## config.mk

```make
export PLATFORM = sky130hd
export DESIGN_NAME = tsio_port
export DESIGN_NICKNAME = d
export VERILOG_FILES = /design/src/pkg/tsio_pkg.sv /design/src/verilog/tsio_port.sv /design/src/verilog/tsio_input_filter.sv /design/src/verilog/tsio_hold_timer.sv
export SDC_FILE = /design/constraint.sdc
export NUM_CORES = 1
export LEC_CHECK = 0
export BUFFER_PORTS_ARGS = -buffer_cell sky130_fd_sc_hd__buf_2
export CAP_MARGIN = 20
export CORE_MARGIN = 4
export CORE_UTILIZATION = 40
export CTS_BUF_LIST = sky130_fd_sc_hd__clkbuf_16
export CTS_CLUSTER_DIAMETER = 200
export CTS_CLUSTER_SIZE = 25
export DETAILED_ROUTE_END_ITERATION = 7
export PLACE_DENSITY = 0.53
export SLEW_MARGIN = 30
export SYNTH_ARGS = -nofsm -noshare
export SYNTH_HDL_FRONTEND = slang
export SYNTH_SLANG_ARGS = --single-unit
```

## constraint.sdc

```tcl
create_clock -name clk -period 4.5 [get_ports clk]
set_clock_uncertainty 0.1 [all_clocks]
set_input_delay 0.45 -clock clk [delete_from_list [all_inputs] [get_ports clk]]
set_output_delay 0.45 -clock clk [all_outputs]
set_load 0.005 [all_outputs]
```

## src/pkg/tsio_pkg.sv

```systemverilog
// Function
// - select code is two active-low BCD digits
// - latch select on strobe rise, then recall
// - inputs active low, accepted only after 5 ms (select code lines are taken without a width check)
// - test-on whole test, test-active after ramp
// - pass at least 0.2 s, or held
// - upper fail held until cleared
// - lower fail held until cleared
// - ready output equals ready state
// - protection output while in protection
// - connector start begins a test
// - stop halts test or clears status
// - start-enable qualifies external start
// - remote option start/stop beside panel switches
// - shift at power-up restores factory settings
// - start-enable level change forces protection
// - 5 ms stop or panel stop clears protection
// - start after ready; ready drops on start
// - enable low: connector/remote start, panel ignored
package tsio_pkg;
    localparam int unsigned CLK_KHZ      = 100000;
    localparam int unsigned MIN_WIDTH_MS = 5;
    localparam int unsigned MIN_WIDTH_CYC = MIN_WIDTH_MS * CLK_KHZ;
    localparam int unsigned PASS_MIN_MS  = 200;
    localparam int unsigned PASS_CYC     = PASS_MIN_MS * CLK_KHZ;
    localparam int unsigned MIN_CNT_W    = 20;
    localparam int unsigned PASS_CNT_W   = 25;

    // synchronised pin vector positions
    localparam int unsigned MSEL_W     = 8;
    localparam int unsigned PIN_STROBE = 8;
    localparam int unsigned PIN_START  = 9;
    localparam int unsigned PIN_STOP   = 10;
    localparam int unsigned PIN_ENABLE = 11;
    localparam int unsigned PIN_RSTART = 12;
    localparam int unsigned PIN_RSTOP  = 13;
    localparam int unsigned PIN_N      = 14;

    // avalon register map, byte addresses
    localparam int unsigned ADDR_W = 4;
    localparam logic [ADDR_W-1:0] REG_CTRL   = 4'h0;
    localparam logic [ADDR_W-1:0] REG_STATUS = 4'h4;
    localparam logic [ADDR_W-1:0] REG_RECALL = 4'h8;
    localparam int unsigned CTRL_PASS_HOLD = 0;
    localparam int unsigned CTRL_REMOTE    = 1;
    localparam int unsigned ST_PROT_BIT    = 4;
    localparam int unsigned ST_CAUSE_BIT   = 5;
    localparam int unsigned ST_UPPER_BIT   = 6;
    localparam int unsigned ST_LOWER_BIT   = 7;
    localparam int unsigned ST_PASS_BIT    = 8;
    localparam int unsigned RC_PROG_BIT    = 8;
    localparam int unsigned RC_REJ_BIT     = 9;
    localparam logic [1:0] CTRL_RESET = 2'h0;

    // bcd handling
    localparam logic [3:0] BCD_MAX  = 4'h9;
    localparam logic [6:0] BCD_BASE = 7'h0A;

    typedef enum logic [1:0] {
        ST_READY,
        ST_TEST,
        ST_FAIL,
        ST_PROTECT
    } tsio_state_t;
endpackage

```

## src/verilog/tsio_port.sv

```systemverilog
module tsio_port #(
    parameter int unsigned MIN_CYCLES  = tsio_pkg::MIN_WIDTH_CYC,
    parameter int unsigned PASS_CYCLES = tsio_pkg::PASS_CYC
) (
    // clock and reset
    input  wire logic                          clk,
    input  wire logic                          rstn,
    // connector inputs, active low
    input  wire logic [tsio_pkg::MSEL_W-1:0]   memSelectN,
    input  wire logic                          selectStrobeN,
    input  wire logic                          startN,
    input  wire logic                          stopN,
    input  wire logic                          enableN,
    // remote terminal inputs, active low
    input  wire logic                          remStartN,
    input  wire logic                          remStopN,
    // panel logic, same clock
    input  wire logic                          panelStart,
    input  wire logic                          panelStop,
    input  wire logic                          shiftKey,
    input  wire logic                          autoScreen,
    // measurement engine, same clock
    input  wire logic                          rampDone,
    input  wire logic                          judgePass,
    input  wire logic                          judgeUpperFail,
    input  wire logic                          judgeLowerFail,
    input  wire logic                          protectTrip,
    // open-drain outputs, enable high pulls pin low
    output logic                               testOnOe,
    output logic                               testActiveOe,
    output logic                               passOe,
    output logic                               upperFailOe,
    output logic                               lowerFailOe,
    output logic                               readyOe,
    output logic                               protectionOe,
    // to engine
    output logic                               testStart,
    output logic                               testHalt,
    output logic                               recallValid,
    output logic [6:0]                         recallNumber,
    output logic                               recallProgram,
    output logic                               factoryInit,
    // avalon-mm slave
    input  wire logic [tsio_pkg::ADDR_W-1:0]   avs_address,
    input  wire logic                          avs_read,
    input  wire logic                          avs_write,
    input  wire logic [31:0]                   avs_writedata,
    input  wire logic [3:0]                    avs_byteenable,
    output logic [31:0]                        avs_readdata,
    output logic                               avs_waitrequest
);
    logic [tsio_pkg::PIN_N-1:0] act, acc;
    wire  logic [tsio_pkg::PIN_N-1:0] pinsN = {remStopN, remStartN, enableN, stopN, startN,
                                               selectStrobeN, memSelectN};

    // each pin gets its own filter instance; select data needs no width check
    genvar gi;
    generate
        for (gi = 0; gi < tsio_pkg::PIN_N; gi++) begin : g_pin
            tsio_input_filter #(
                .MIN_CYCLES ((gi < tsio_pkg::MSEL_W) ? 1 : MIN_CYCLES),
                .CNT_W      (tsio_pkg::MIN_CNT_W)
            ) u_filt (
                .clk      (clk),
                .rstn     (rstn),
                .pinN     (pinsN[gi]),
                .active   (act[gi]),
                .accepted (acc[gi])
            );
        end
    endgenerate

    tsio_pkg::tsio_state_t state_q, state_d;
    logic passHold_q, passHold_d, remote_q, remote_d;
    logic enPrev_q, strbPrev_q, pStartPrev_q, pStopPrev_q, powerUp_q;
    logic rampSeen_q, rampSeen_d, cause_q, cause_d;
    logic upper_q, upper_d, lower_q, lower_d;
    logic testOn_d, testAct_d, ready_d, prot_d, start_d, halt_d;
    logic recValid_d, recProg_d, reject_q, reject_d, factory_d;
    logic [6:0] recNum_d;
    logic enableLow, enChange, pStartRise, pStopRise, startReq, stopReq;
    logic protEvt, failEvt, passFire, strobeRise, digitsOk;
    logic [3:0] units, tens;

    assign enableLow  = act[tsio_pkg::PIN_ENABLE];
    assign enChange   = enableLow != enPrev_q;
    assign pStartRise = panelStart && !pStartPrev_q;
    assign pStopRise  = panelStop && !pStopPrev_q;
    // enable low hands start to connector and remote, panel locked out
    assign startReq = enableLow ?
        (acc[tsio_pkg::PIN_START] || (remote_q && acc[tsio_pkg::PIN_RSTART])) :
        (pStartRise || (remote_q && acc[tsio_pkg::PIN_RSTART]));
    assign stopReq  = acc[tsio_pkg::PIN_STOP] || pStopRise ||
                      (remote_q && acc[tsio_pkg::PIN_RSTOP]);
    assign protEvt  = enChange || protectTrip;
    assign failEvt  = judgeUpperFail || judgeLowerFail;
    assign passFire = (state_q == tsio_pkg::ST_TEST) && !protEvt && !stopReq && !failEvt && judgePass;

    always_comb begin
        state_d = state_q;
        unique case (state_q)
            tsio_pkg::ST_READY: begin
                if (protEvt) state_d = tsio_pkg::ST_PROTECT;
                else if (startReq) state_d = tsio_pkg::ST_TEST;
            end
            tsio_pkg::ST_TEST: begin
                if (protEvt) state_d = tsio_pkg::ST_PROTECT;
                else if (stopReq) state_d = tsio_pkg::ST_READY;
                else if (failEvt) state_d = tsio_pkg::ST_FAIL;
                else if (judgePass) state_d = tsio_pkg::ST_READY;
            end
            tsio_pkg::ST_FAIL: begin
                if (protEvt) state_d = tsio_pkg::ST_PROTECT;
                else if (stopReq) state_d = tsio_pkg::ST_READY;
            end
            tsio_pkg::ST_PROTECT: begin
                if (stopReq && !protEvt) state_d = tsio_pkg::ST_READY;
            end
        endcase
    end

    // status outputs follow the next state so they line up with state_q
    always_comb begin
        rampSeen_d = (state_d == tsio_pkg::ST_TEST) && (rampSeen_q || (rampDone && state_q == tsio_pkg::ST_TEST));
        testOn_d   = state_d == tsio_pkg::ST_TEST;
        testAct_d  = rampSeen_d;
        ready_d    = state_d == tsio_pkg::ST_READY;
        prot_d     = state_d == tsio_pkg::ST_PROTECT;
        cause_d    = prot_d && (cause_q || enChange);
        upper_d    = (state_d == tsio_pkg::ST_FAIL) &&
                     ((state_q == tsio_pkg::ST_FAIL) ? upper_q : judgeUpperFail);
        lower_d    = (state_d == tsio_pkg::ST_FAIL) &&
                     ((state_q == tsio_pkg::ST_FAIL) ? lower_q : judgeLowerFail);
        start_d    = (state_q == tsio_pkg::ST_READY) && (state_d == tsio_pkg::ST_TEST);
        halt_d     = (state_q == tsio_pkg::ST_TEST) && (protEvt || stopReq);
    end

    // recall on strobe release; code is active low so asserted bits read as ones
    assign strobeRise = strbPrev_q && !act[tsio_pkg::PIN_STROBE];
    assign units      = act[3:0];
    assign tens       = act[7:4];
    assign digitsOk   = (units <= tsio_pkg::BCD_MAX) && (tens <= tsio_pkg::BCD_MAX);

    always_comb begin
        recValid_d = strobeRise && digitsOk;
        recNum_d   = recallNumber;
        recProg_d  = recallProgram;
        reject_d   = reject_q;
        if (strobeRise) begin
            reject_d = !digitsOk;
            if (digitsOk) begin
                recNum_d  = 7'({3'h0, tens} * tsio_pkg::BCD_BASE + {3'h0, units});
                recProg_d = autoScreen;
            end
        end
        factory_d = powerUp_q && shiftKey;
    end

    // bus: waitrequest drops one cycle after a request, data taken then
    logic        wait_d;
    logic [31:0] rdata_d;
    logic        busAck;
    assign busAck = !avs_waitrequest && (avs_read || avs_write);

    always_comb begin
        wait_d     = !((avs_read || avs_write) && avs_waitrequest);
        rdata_d    = avs_readdata;
        passHold_d = passHold_q;
        remote_d   = remote_q;
        if (avs_read && avs_waitrequest) begin
            rdata_d = '0;
            unique case (avs_address)
                tsio_pkg::REG_CTRL: begin
                    rdata_d[tsio_pkg::CTRL_PASS_HOLD] = passHold_q;
                    rdata_d[tsio_pkg::CTRL_REMOTE]    = remote_q;
                end
                tsio_pkg::REG_STATUS: begin
                    rdata_d[1:0]                   = state_q;
                    rdata_d[tsio_pkg::ST_PROT_BIT]  = protectionOe;
                    rdata_d[tsio_pkg::ST_CAUSE_BIT] = cause_q;
                    rdata_d[tsio_pkg::ST_UPPER_BIT] = upperFailOe;
                    rdata_d[tsio_pkg::ST_LOWER_BIT] = lowerFailOe;
                    rdata_d[tsio_pkg::ST_PASS_BIT]  = passOe;
                end
                tsio_pkg::REG_RECALL: begin
                    rdata_d[6:0]                   = recallNumber;
                    rdata_d[tsio_pkg::RC_PROG_BIT]  = recallProgram;
                    rdata_d[tsio_pkg::RC_REJ_BIT]   = reject_q;
                end
                default: rdata_d = '0;
            endcase
        end
        if (avs_write && busAck && avs_address == tsio_pkg::REG_CTRL && avs_byteenable[0]) begin
            passHold_d = avs_writedata[tsio_pkg::CTRL_PASS_HOLD];
            remote_d   = avs_writedata[tsio_pkg::CTRL_REMOTE];
        end
        if (factory_d) begin
            passHold_d = tsio_pkg::CTRL_RESET[tsio_pkg::CTRL_PASS_HOLD];
            remote_d   = tsio_pkg::CTRL_RESET[tsio_pkg::CTRL_REMOTE];
        end
    end

    always_ff @(posedge clk) begin
        if (!rstn) begin
            state_q      <= tsio_pkg::ST_READY;
            passHold_q   <= tsio_pkg::CTRL_RESET[tsio_pkg::CTRL_PASS_HOLD];
            remote_q     <= tsio_pkg::CTRL_RESET[tsio_pkg::CTRL_REMOTE];
            enPrev_q     <= 1'b0;
            strbPrev_q   <= 1'b0;
            pStartPrev_q <= 1'b0;
            pStopPrev_q  <= 1'b0;
            powerUp_q    <= 1'b1;
            rampSeen_q   <= 1'b0;
            cause_q      <= 1'b0;
            upper_q      <= 1'b0;
            lower_q      <= 1'b0;
            reject_q     <= 1'b0;
            testOnOe     <= 1'b0;
            testActiveOe <= 1'b0;
            readyOe      <= 1'b1;
            protectionOe <= 1'b0;
            testStart    <= 1'b0;
            testHalt     <= 1'b0;
            recallValid  <= 1'b0;
            recallNumber <= '0;
            recallProgram <= 1'b0;
            factoryInit  <= 1'b0;
            avs_readdata <= '0;
            avs_waitrequest <= 1'b1;
        end else begin
            state_q      <= state_d;
            passHold_q   <= passHold_d;
            remote_q     <= remote_d;
            enPrev_q     <= enableLow;
            strbPrev_q   <= act[tsio_pkg::PIN_STROBE];
            pStartPrev_q <= panelStart;
            pStopPrev_q  <= panelStop;
            powerUp_q    <= 1'b0;
            rampSeen_q   <= rampSeen_d;
            cause_q      <= cause_d;
            upper_q      <= upper_d;
            lower_q      <= lower_d;
            reject_q     <= reject_d;
            testOnOe     <= testOn_d;
            testActiveOe <= testAct_d;
            readyOe      <= ready_d;
            protectionOe <= prot_d;
            testStart    <= start_d;
            testHalt     <= halt_d;
            recallValid  <= recValid_d;
            recallNumber <= recNum_d;
            recallProgram <= recProg_d;
            factoryInit  <= factory_d;
            avs_readdata <= rdata_d;
            avs_waitrequest <= wait_d;
        end
    end

    assign upperFailOe = upper_q;
    assign lowerFailOe = lower_q;

    // timed pass cannot be cut short; only a held pass is cleared
    tsio_hold_timer #(
        .HOLD_CYCLES (PASS_CYCLES),
        .CNT_W       (tsio_pkg::PASS_CNT_W)
    ) u_pass (
        .clk    (clk),
        .rstn   (rstn),
        .fire   (passFire),
        .holdOn (passHold_q),
        .clear  (passHold_q && (start_d || stopReq)),
        .active (passOe)
    );

    // helper for the pass width check
    logic [tsio_pkg::PASS_CNT_W-1:0] passLen_q;
    always_ff @(posedge clk) begin
        if (!rstn) passLen_q <= '0;
        else if (passFire) passLen_q <= '0;
        else if (passOe) passLen_q <= passLen_q + 1'b1;
    end
endmodule // tsio_port

```

## src/verilog/tsio_input_filter.sv

```systemverilog
module tsio_input_filter #(
    parameter int unsigned MIN_CYCLES = 1,
    parameter int unsigned CNT_W      = tsio_pkg::MIN_CNT_W
) (
    // clock and reset
    input  wire logic clk,
    input  wire logic rstn,
    // pin, active low
    input  wire logic pinN,
    // qualified level and acceptance pulse
    output logic      active,
    output logic      accepted
);
    logic             s1_q, s2_q, s3_q;
    logic [CNT_W-1:0] cnt_q, cnt_d;
    logic             act_q, act_d;
    // s3 trails s2 by one cycle, so the agreed span is one shorter than the pin's low time
    localparam int unsigned LAST_CNT = (MIN_CYCLES > 1) ? MIN_CYCLES - 2 : 0;

    // a change counts only once the last two stages agree
    always_comb begin
        cnt_d = cnt_q;
        act_d = act_q;
        if (!s2_q && !s3_q) begin
            if (cnt_q == CNT_W'(LAST_CNT)) act_d = 1'b1;
            else cnt_d = cnt_q + 1'b1;
        end else if (s2_q && s3_q) begin
            cnt_d = '0;
            act_d = 1'b0;
        end
    end

    always_ff @(posedge clk) begin
        if (!rstn) begin
            s1_q  <= 1'b1;
            s2_q  <= 1'b1;
            s3_q  <= 1'b1;
            cnt_q <= '0;
            act_q <= 1'b0;
            accepted <= 1'b0;
        end else begin
            s1_q  <= pinN;
            s2_q  <= s1_q;
            s3_q  <= s2_q;
            cnt_q <= cnt_d;
            act_q <= act_d;
            accepted <= act_d && !act_q;
        end
    end

    assign active = act_q;
endmodule // tsio_input_filter

```

## src/verilog/tsio_hold_timer.sv

```systemverilog
module tsio_hold_timer #(
    parameter int unsigned HOLD_CYCLES = tsio_pkg::PASS_CYC,
    parameter int unsigned CNT_W       = tsio_pkg::PASS_CNT_W
) (
    // clock and reset
    input  wire logic clk,
    input  wire logic rstn,
    // control
    input  wire logic fire,
    input  wire logic holdOn,
    input  wire logic clear,
    // stretched level
    output logic      active
);
    logic [CNT_W-1:0] cnt_q, cnt_d;
    logic             on_d;

    // fire wins over clear so a fresh pass is never lost
    always_comb begin
        cnt_d = cnt_q;
        on_d  = active;
        if (fire) begin
            on_d  = 1'b1;
            cnt_d = '0;
        end else if (clear) begin
            on_d = 1'b0;
        end else if (active && !holdOn) begin
            if (cnt_q == CNT_W'(HOLD_CYCLES - 1)) on_d = 1'b0;
            else cnt_d = cnt_q + 1'b1;
        end
    end

    always_ff @(posedge clk) begin
        if (!rstn) begin
            cnt_q  <= '0;
            active <= 1'b0;
        end else begin
            cnt_q  <= cnt_d;
            active <= on_d;
        end
    end
endmodule // tsio_hold_timer

```

Word level (Yosys, flattened, before mapping)
Cells that the tools add are included.
{ "word_totals": {"reg_bits": 406, "latch_bits": 0, "mem_bits_rw": 0, "romBits": 0, "input_bits": 67, "output_inout_bits": 52, "wordCells": 439, "mem_count": 0} }
{ "classes": {"n_addsub": 16, "mul": 1, "div_mod_pow": 0, "order_cmp": 2, "n_eq_ne": 40, "shifts": 0, "mux": 108, "bitwise_logic": 3, "n_reduce_logical": 169} }
{ "op_table": {"columns": ["operator", "n"], "rows": [
  ["$mux 20", 42],
  ["$add 20x1->20 const B", 14],
  ["$logic_not 20->1", 8],
  ["$eq 20x19->1 const B", 6],
  ["$logic_and 1x1->1", 60],
  ["$mux 1", 52],
  ["$reduce_and 2->1", 26],
  ["$ne 2x2->1 const B", 24],
  ["$logic_not 1->1", 42],
  ["$reduce_bool 2->1", 14],
  ["$add 25x1->25 const B", 1],
  ["$eq 25x25->1 const B", 1],
  ["$mux 2", 10],
  ["$logic_or 1x1->1", 11],
  ["$eq 2x2->1 const B", 4],
  ["$le 4x4->1 const B", 2],
  ["$pmux 2 s4", 1],
  ["$add 7x4->7", 1],
  ["$mul 4x3->6 const B", 1],
  ["$pmux 2 s3", 1],
  ["$pmux 3 s2", 1],
  ["$reduce_bool 3->1", 2],
  ["$eq 2x1->1 const B", 2],
  ["$eq 4x3->1 const B", 1],
  ["other kinds (8)", 12]
]} }

Depth between registers and ports, before layout
{ "logic_depth": {"depth_word": 13, "ltp_mapped": 9} }

By module
A second synthesis with hierarchy kept.
{ "hier_totals": {"cells_unflattened": 2570, "area_unflattened_um2": 21803.4} }
{ "by_module_without_submodules": {"columns": ["module", "n_inst", "cells_per_inst", "area_per_inst_um2"], "rows": [
  ["tsio_input_filter at g_pin[0].u_filt ...", 8, 154, 1311.3],
  ["tsio_input_filter at g_pin[10].u_filt ...", 6, 163, 1335.0],
  ["tsio_port", 1, 204, 1890.6],
  ["tsio_hold_timer", 1, 156, 1412.6]
]} }

Least setup slack after synthesis
OpenSTA, ideal clock, no wires.
{ "synth_path": {"path_kind": "flip-flop to flip-flop", "start": "register g_pin[13].u_filt.cnt_q[0]", "end": "register g_pin[13].u_filt.cnt_q[5]", "setup_time_ps": 115, "arrival_ps": 2022, "slack_ps": 2263, "stages_incl_launch_ff": 10, "synth_period_minus_slack_ps": 2237, "cell_sequence": "dfxtp_1 inv_1 ha_1 or4b_1 or3_1 clkbuf_1 o21ai_1 buf_2 nor4_1 o21a_1"} }
{ "synth_between": {"elab_chain_cells": 3, "elab_cells_between_ends": 6} }
{ "synth_lines": {"columns": ["element", "line_no", "text"], "rows": [
  ["start, declared", "tsio_input_filter.sv:15", "logic [CNT_W-1:0] cnt_q, cnt_d;"],
  ["start signal, assigned", "tsio_input_filter.sv:45", "cnt_q <= cnt_d;"],
  ["$add 20x1->20 or $eq 20x19->1 (tied branches)", "tsio_input_filter.sv:26, tsio_input_filter.sv:25", null],
  ["$mux 20 or $ne 2x2->1 (tied branches)", null, null],
  ["$mux 20 or $reduce_and 2->1 (tied branches)", null, null]
]} }
Several ways; a longest one is shown, not always the timed one. The select of a mux whose other input is x is not followed.
A chain may end at the register's enable or synchronous reset.

Final worst setup path
{ "layout_path": {"start": "register g_pin[13].u_filt.cnt_q[1]", "end": "register g_pin[13].u_filt.cnt_q[13]"} }
The elaborated chain is that of the path after synthesis.

==> run_results.csv <==
group,metric,value,unit
outcome,status,"completed",
yosys,synth-edff-count,0,
yosys,synth_area_leader_cell,"dfxtp_1",
yosys,synth.area.top_cells,"dfxtp_1 (40%), nand2_1 (4.7%), nor2_1 (3.7%)",
timing,fin_tns_setup,0,ns
power_and_ir_drop,ir_worst_vdd,0.000235,V
placement,hpwl,34000,um
global_routing,grt_pass1_vias,16800,
setup_path,critPathArrivalTime,3.07,ns
detailed_routing,wl,49300,um
clock_network,post_cts_buffers,0,
timing,slew_headroom,0.399,
global_routing,grt_max_degree,80,
power_and_ir_drop,p_leak,7.34,nW
job,drv_cap,0,
detailed_routing,drt_pass1_iterations,5,
layout,nets,2561,
clock_network,numCtsBuffers,20,
clock_network,cts_max_path_buffers,3,
layout,multi_input_area,0.0115,mm^2
setup_path,r2r_start,"g_pin[13].u_filt.cnt_q[1]",
yosys,avgSynthCellArea,8.30,um^2
clock_network,cts_tree,"yes",
setup_path,slowest_stage,"o21ai_1",
clock_network,cts_resized,0,
global_routing,grtUsageTotal,0.176,
clock_network,clk_latency,0.55,ns
floorplanning,die_area,0.0546,mm^2
setup_path,r2r-end,"g_pin[13].u_filt.cnt_q[13]",
setup_path,startpoint,"g_pin[13].u_filt.cnt_q[1]",
timing,hold_violations,0,
detailed_routing,routed_via_density,5.70,
clock_network,root_buffer,"clkbuf_16",
layout,antenna_cells,0,
floorplanning,start_util,0.405,
yosys,ys_seq_area_frac,0.399,
layout,layout-drive-gt1-share,0.0537,
power_and_ir_drop,powerDensity,273,mW/mm^2
yosys,async_reset_ff_frac,0,
yosys,synth-seq-cells,406,
yosys,synth_top_area_share,0.399,
setup_path,reg2reg_depth,6,
yosys,netlist_instances,2453,
setup_path,worst_setup_path_start_kind,"register",
layout,syn2layout_area_growth,7.15,%
timing,period_minus_slack,2.68,ns
worst_hold_path,min_path_cells,2,
detailed_routing,drc_errors,0,
placement,port_buffers,63,
clock_network,path_clk_slew,0.11,ns
yosys,ys_warn_count,0,
timing,fmax,0.373,GHz
layout,postLayoutCellArea,0.0218,mm^2
global_routing,grt_pass1_wl,82700,um
yosys,post_synth_num_cell_types,84,
setup_path,crit_fanout,14,
setup_path,ff2ff_setup_slack,1.82,ns
floorplanning,die_h,234,um
placement,routabilityCongestion,0.847,
detailed_routing,ant_nets,0,
setup_path,required,4.89,ns
setup_path,end_kind,"register",
timing,rsz0062_at_grt,"false",
floorplanning,die_w,234,um
floorplanning,placementRows,82,
detailed_routing,drt_iter0_drc,1073,
layout,regArea,0.00813,mm^2
timing,finalCritPeriodShare,0.597,
timing,worst_pin_slew,0.902,ns
worst_hold_path,hp-class,"primary input to register",
floorplanning,pin_count,119,
global_routing,grt_overflow,0,
clock_network,cts_sinks,406,
yosys,synth_area,0.0204,mm^2
placement,dpl_cell_area,0.0211,mm^2
setup_path,crit_chain,"ha_1 > or4b_1 > or3_1 > o21ai_1 > o21ai_0 > a21oi_1",
detailed_routing,vias,17800,
detailed_routing,wl_per_cell,15.8,um
global_routing,antenna_found_initial,0,
layout,n_fill_cell,5063,
setup_path,crit_type,"register to register",
setup_path,critPathMaxStageDelay,0.69,ns
floorplanning,coreArea,0.0503,mm^2
clock_network,cts_htree_levels,1,
yosys,ys.flop_type,"dfxtp_1",
timing,report.final.slew_viol_count,0,
setup_path,crit_end,"g_pin[13].u_filt.cnt_q[13]",
timing,finalSetupViolations,0,
report_power, final:
| group | switching, mW | internal [mW] | total (mW) |
|---|---|---|---|
| Sequential | 0.0324 | 3.62 | 3.65 |
| Combinational | 0.172 | 0.0722 | 0.244 |
| Clock | 1.20 | 0.851 | 2.06 |
flip-flops by register name, summed over array words and instances, names as in the netlist, 2 cells and up:
| signal | cells |
|---|---|
| g_pin.u_filt.s3_q | 14 |
| g_pin.u_filt.active | 14 |
| state_q | 2 |
| g_pin.u_filt.cnt_q | 280 |
| g_pin.u_filt.s2_q | 14 |
| g_pin.u_filt.accepted | 4 |
| avs_readdata | 10 |
| g_pin.u_filt.s1_q | 14 |
| recallNumber | 7 |
| u_pass.cnt_q | 25 |
cell usage after synthesis, types with 8 or more instances:
master / count
or4_1: 59
inv_1: 74
mux2i_1: 47
a22oi_1: 13
or3_1: 62
or2_2: 9
nor2b_1: 16
nor4_1: 48
nor3_1: 62
buf_1: 11
or2_1: 8
ha_1: 35
o41ai_1: 18
nand3_1: 143
o21ai_1: 28
a21oi_1: 138
nand2_1: 257
nand4_1: 81
o21ai_0: 55
nor2_1: 198
o21a_1: 15
buf_4: 22
o2111ai_1: 8
nand2b_1: 81
o211ai_1: 50
o311ai_0: 20
and2_1: 21
o31ai_1: 28
and4_1: 30
a41o_1: 8
a31oi_1: 16
clkbuf_1: 84
a21o_1: 8
o22ai_1: 8
nor4b_1: 26
dfxtp_1: 406
xor2_1: 48
nor3b_1: 8
and3_1: 46
xnor2_1: 29
repair_timing:
item	in CTS	in global routing
endpoints found under the setup margin	0	0
hold buffers	12	0
hold endpoints to repair	12	0
worst min-delay path by stage:
stage,end,slack [ns],start
after floorplan,g_pin[0].u_filt.s2_q,0.29,g_pin[0].u_filt.s1_q
after global routing,g_pin[7].u_filt.s1_q,0.01,memSelectN[7]
final,g_pin[7].u_filt.s1_q,0.02,memSelectN[7]
after detailed placement,g_pin[13].u_filt.s2_q,0.29,g_pin[13].u_filt.s1_q
after global placement,g_pin[9].u_filt.s2_q,0.29,g_pin[9].u_filt.s1_q
after CTS,g_pin[7].u_filt.s1_q,0.0004,memSelectN[7]
cells in the final DEF, fill, tap and decap left out, types with 12 or more instances in the layout:
master,instances
o31ai_1,28
a22oi_1,13
conb_1,22
xor2_1,48
and2_1,21
nor2b_1,16
clkbuf_16,21
o21a_1,15
and4_1,30
nand2_1,257
o311ai_0,20
a21oi_1,136
nor4b_1,26
nor3_1,62
buf_2,62
dfxtp_1,406
o211ai_1,50
ha_1,35
o41ai_1,18
o21ai_0,54
dlygate4sd3_1,12
a31oi_1,16
nor2_1,198
o21ai_1,27
and3_1,46
mux2i_1,47
or4_1,59
nand2b_1,81
inv_1,74
nor4_1,48
or3_1,62
xnor2_1,29
nand3_1,143
nand4_1,81
worst max-delay path, delay by kind of cell, from the launching register on:
family / cells / cell delay [ns]
AO/OA/AOI/OAI: 3 / 1.05
AND/OR/NAND/NOR: 2 / 0.85
flip-flops: 1 / 0.43
adder cells (fa/ha/maj): 1 / 0.20
per-stage QoR:
| step | power (mW) | worst slack, ns | cells | utilization | hold slack (ns) |
|---|---|---|---|---|---|
| 2_1_floorplan | 3.89 | 2.26 | 2474 | - | 0.286 |
| 3_3_place_gp | 3.97 | 1.77 | 3095 | 0.420 | 0.289 |
| 3_5_place_dp | 3.97 | 1.77 | 3095 | 0.420 | 0.293 |
| 4_1_cts | 6.07 | 1.80 | 3129 | 0.434 | 0.000424 |
| 5_1_grt | 6.19 | 1.52 | 3129 | 0.434 | 0.0105 |
| 6_report | 5.95 | 1.82 | 3129 | 0.434 | 0.0170 |
kinds of logic (layout without fill, tap and decap cells):
| family | Yosys count | in the layout | synth area share |
|---|---|---|---|
| buffers and inverters | 199 | 182 | 0.0412 |
| other | 1 | 22 | 0.000184 |
| flip-flops | 406 | 406 | 0.399 |
| adder cells (fa/ha/maj) | 37 | 37 | 0.0235 |
| XOR/XNOR | 77 | 77 | 0.0331 |
| AND/OR/NAND/NOR | 1190 | 1190 | 0.313 |
| AO/OA/AOI/OAI | 489 | 489 | 0.162 |
| multiplexers | 54 | 54 | 0.0270 |
layout make-up:
cell class	instances	share of cell area
timing repair buffer	85	0.0243
tap	672	0.0386
clock buffer	21	0.0241
multi-input combinational	1869	0.526
sequential	406	0.373
clock inverter	1	0.000918
inverter	75	0.0130
routing by layer:
metal / up-vias / part of all wire / global-route usage
li1: 9040 / - / -
met2: 280 / 0.46 / 0.294
met1: 8459 / 0.48 / 0.239
met4: 0 / 0.026 / 0.0479
met5: - / 0 / 0
met3: 61 / 0.033 / 0.0222
(Power assumes the default switching activity.)
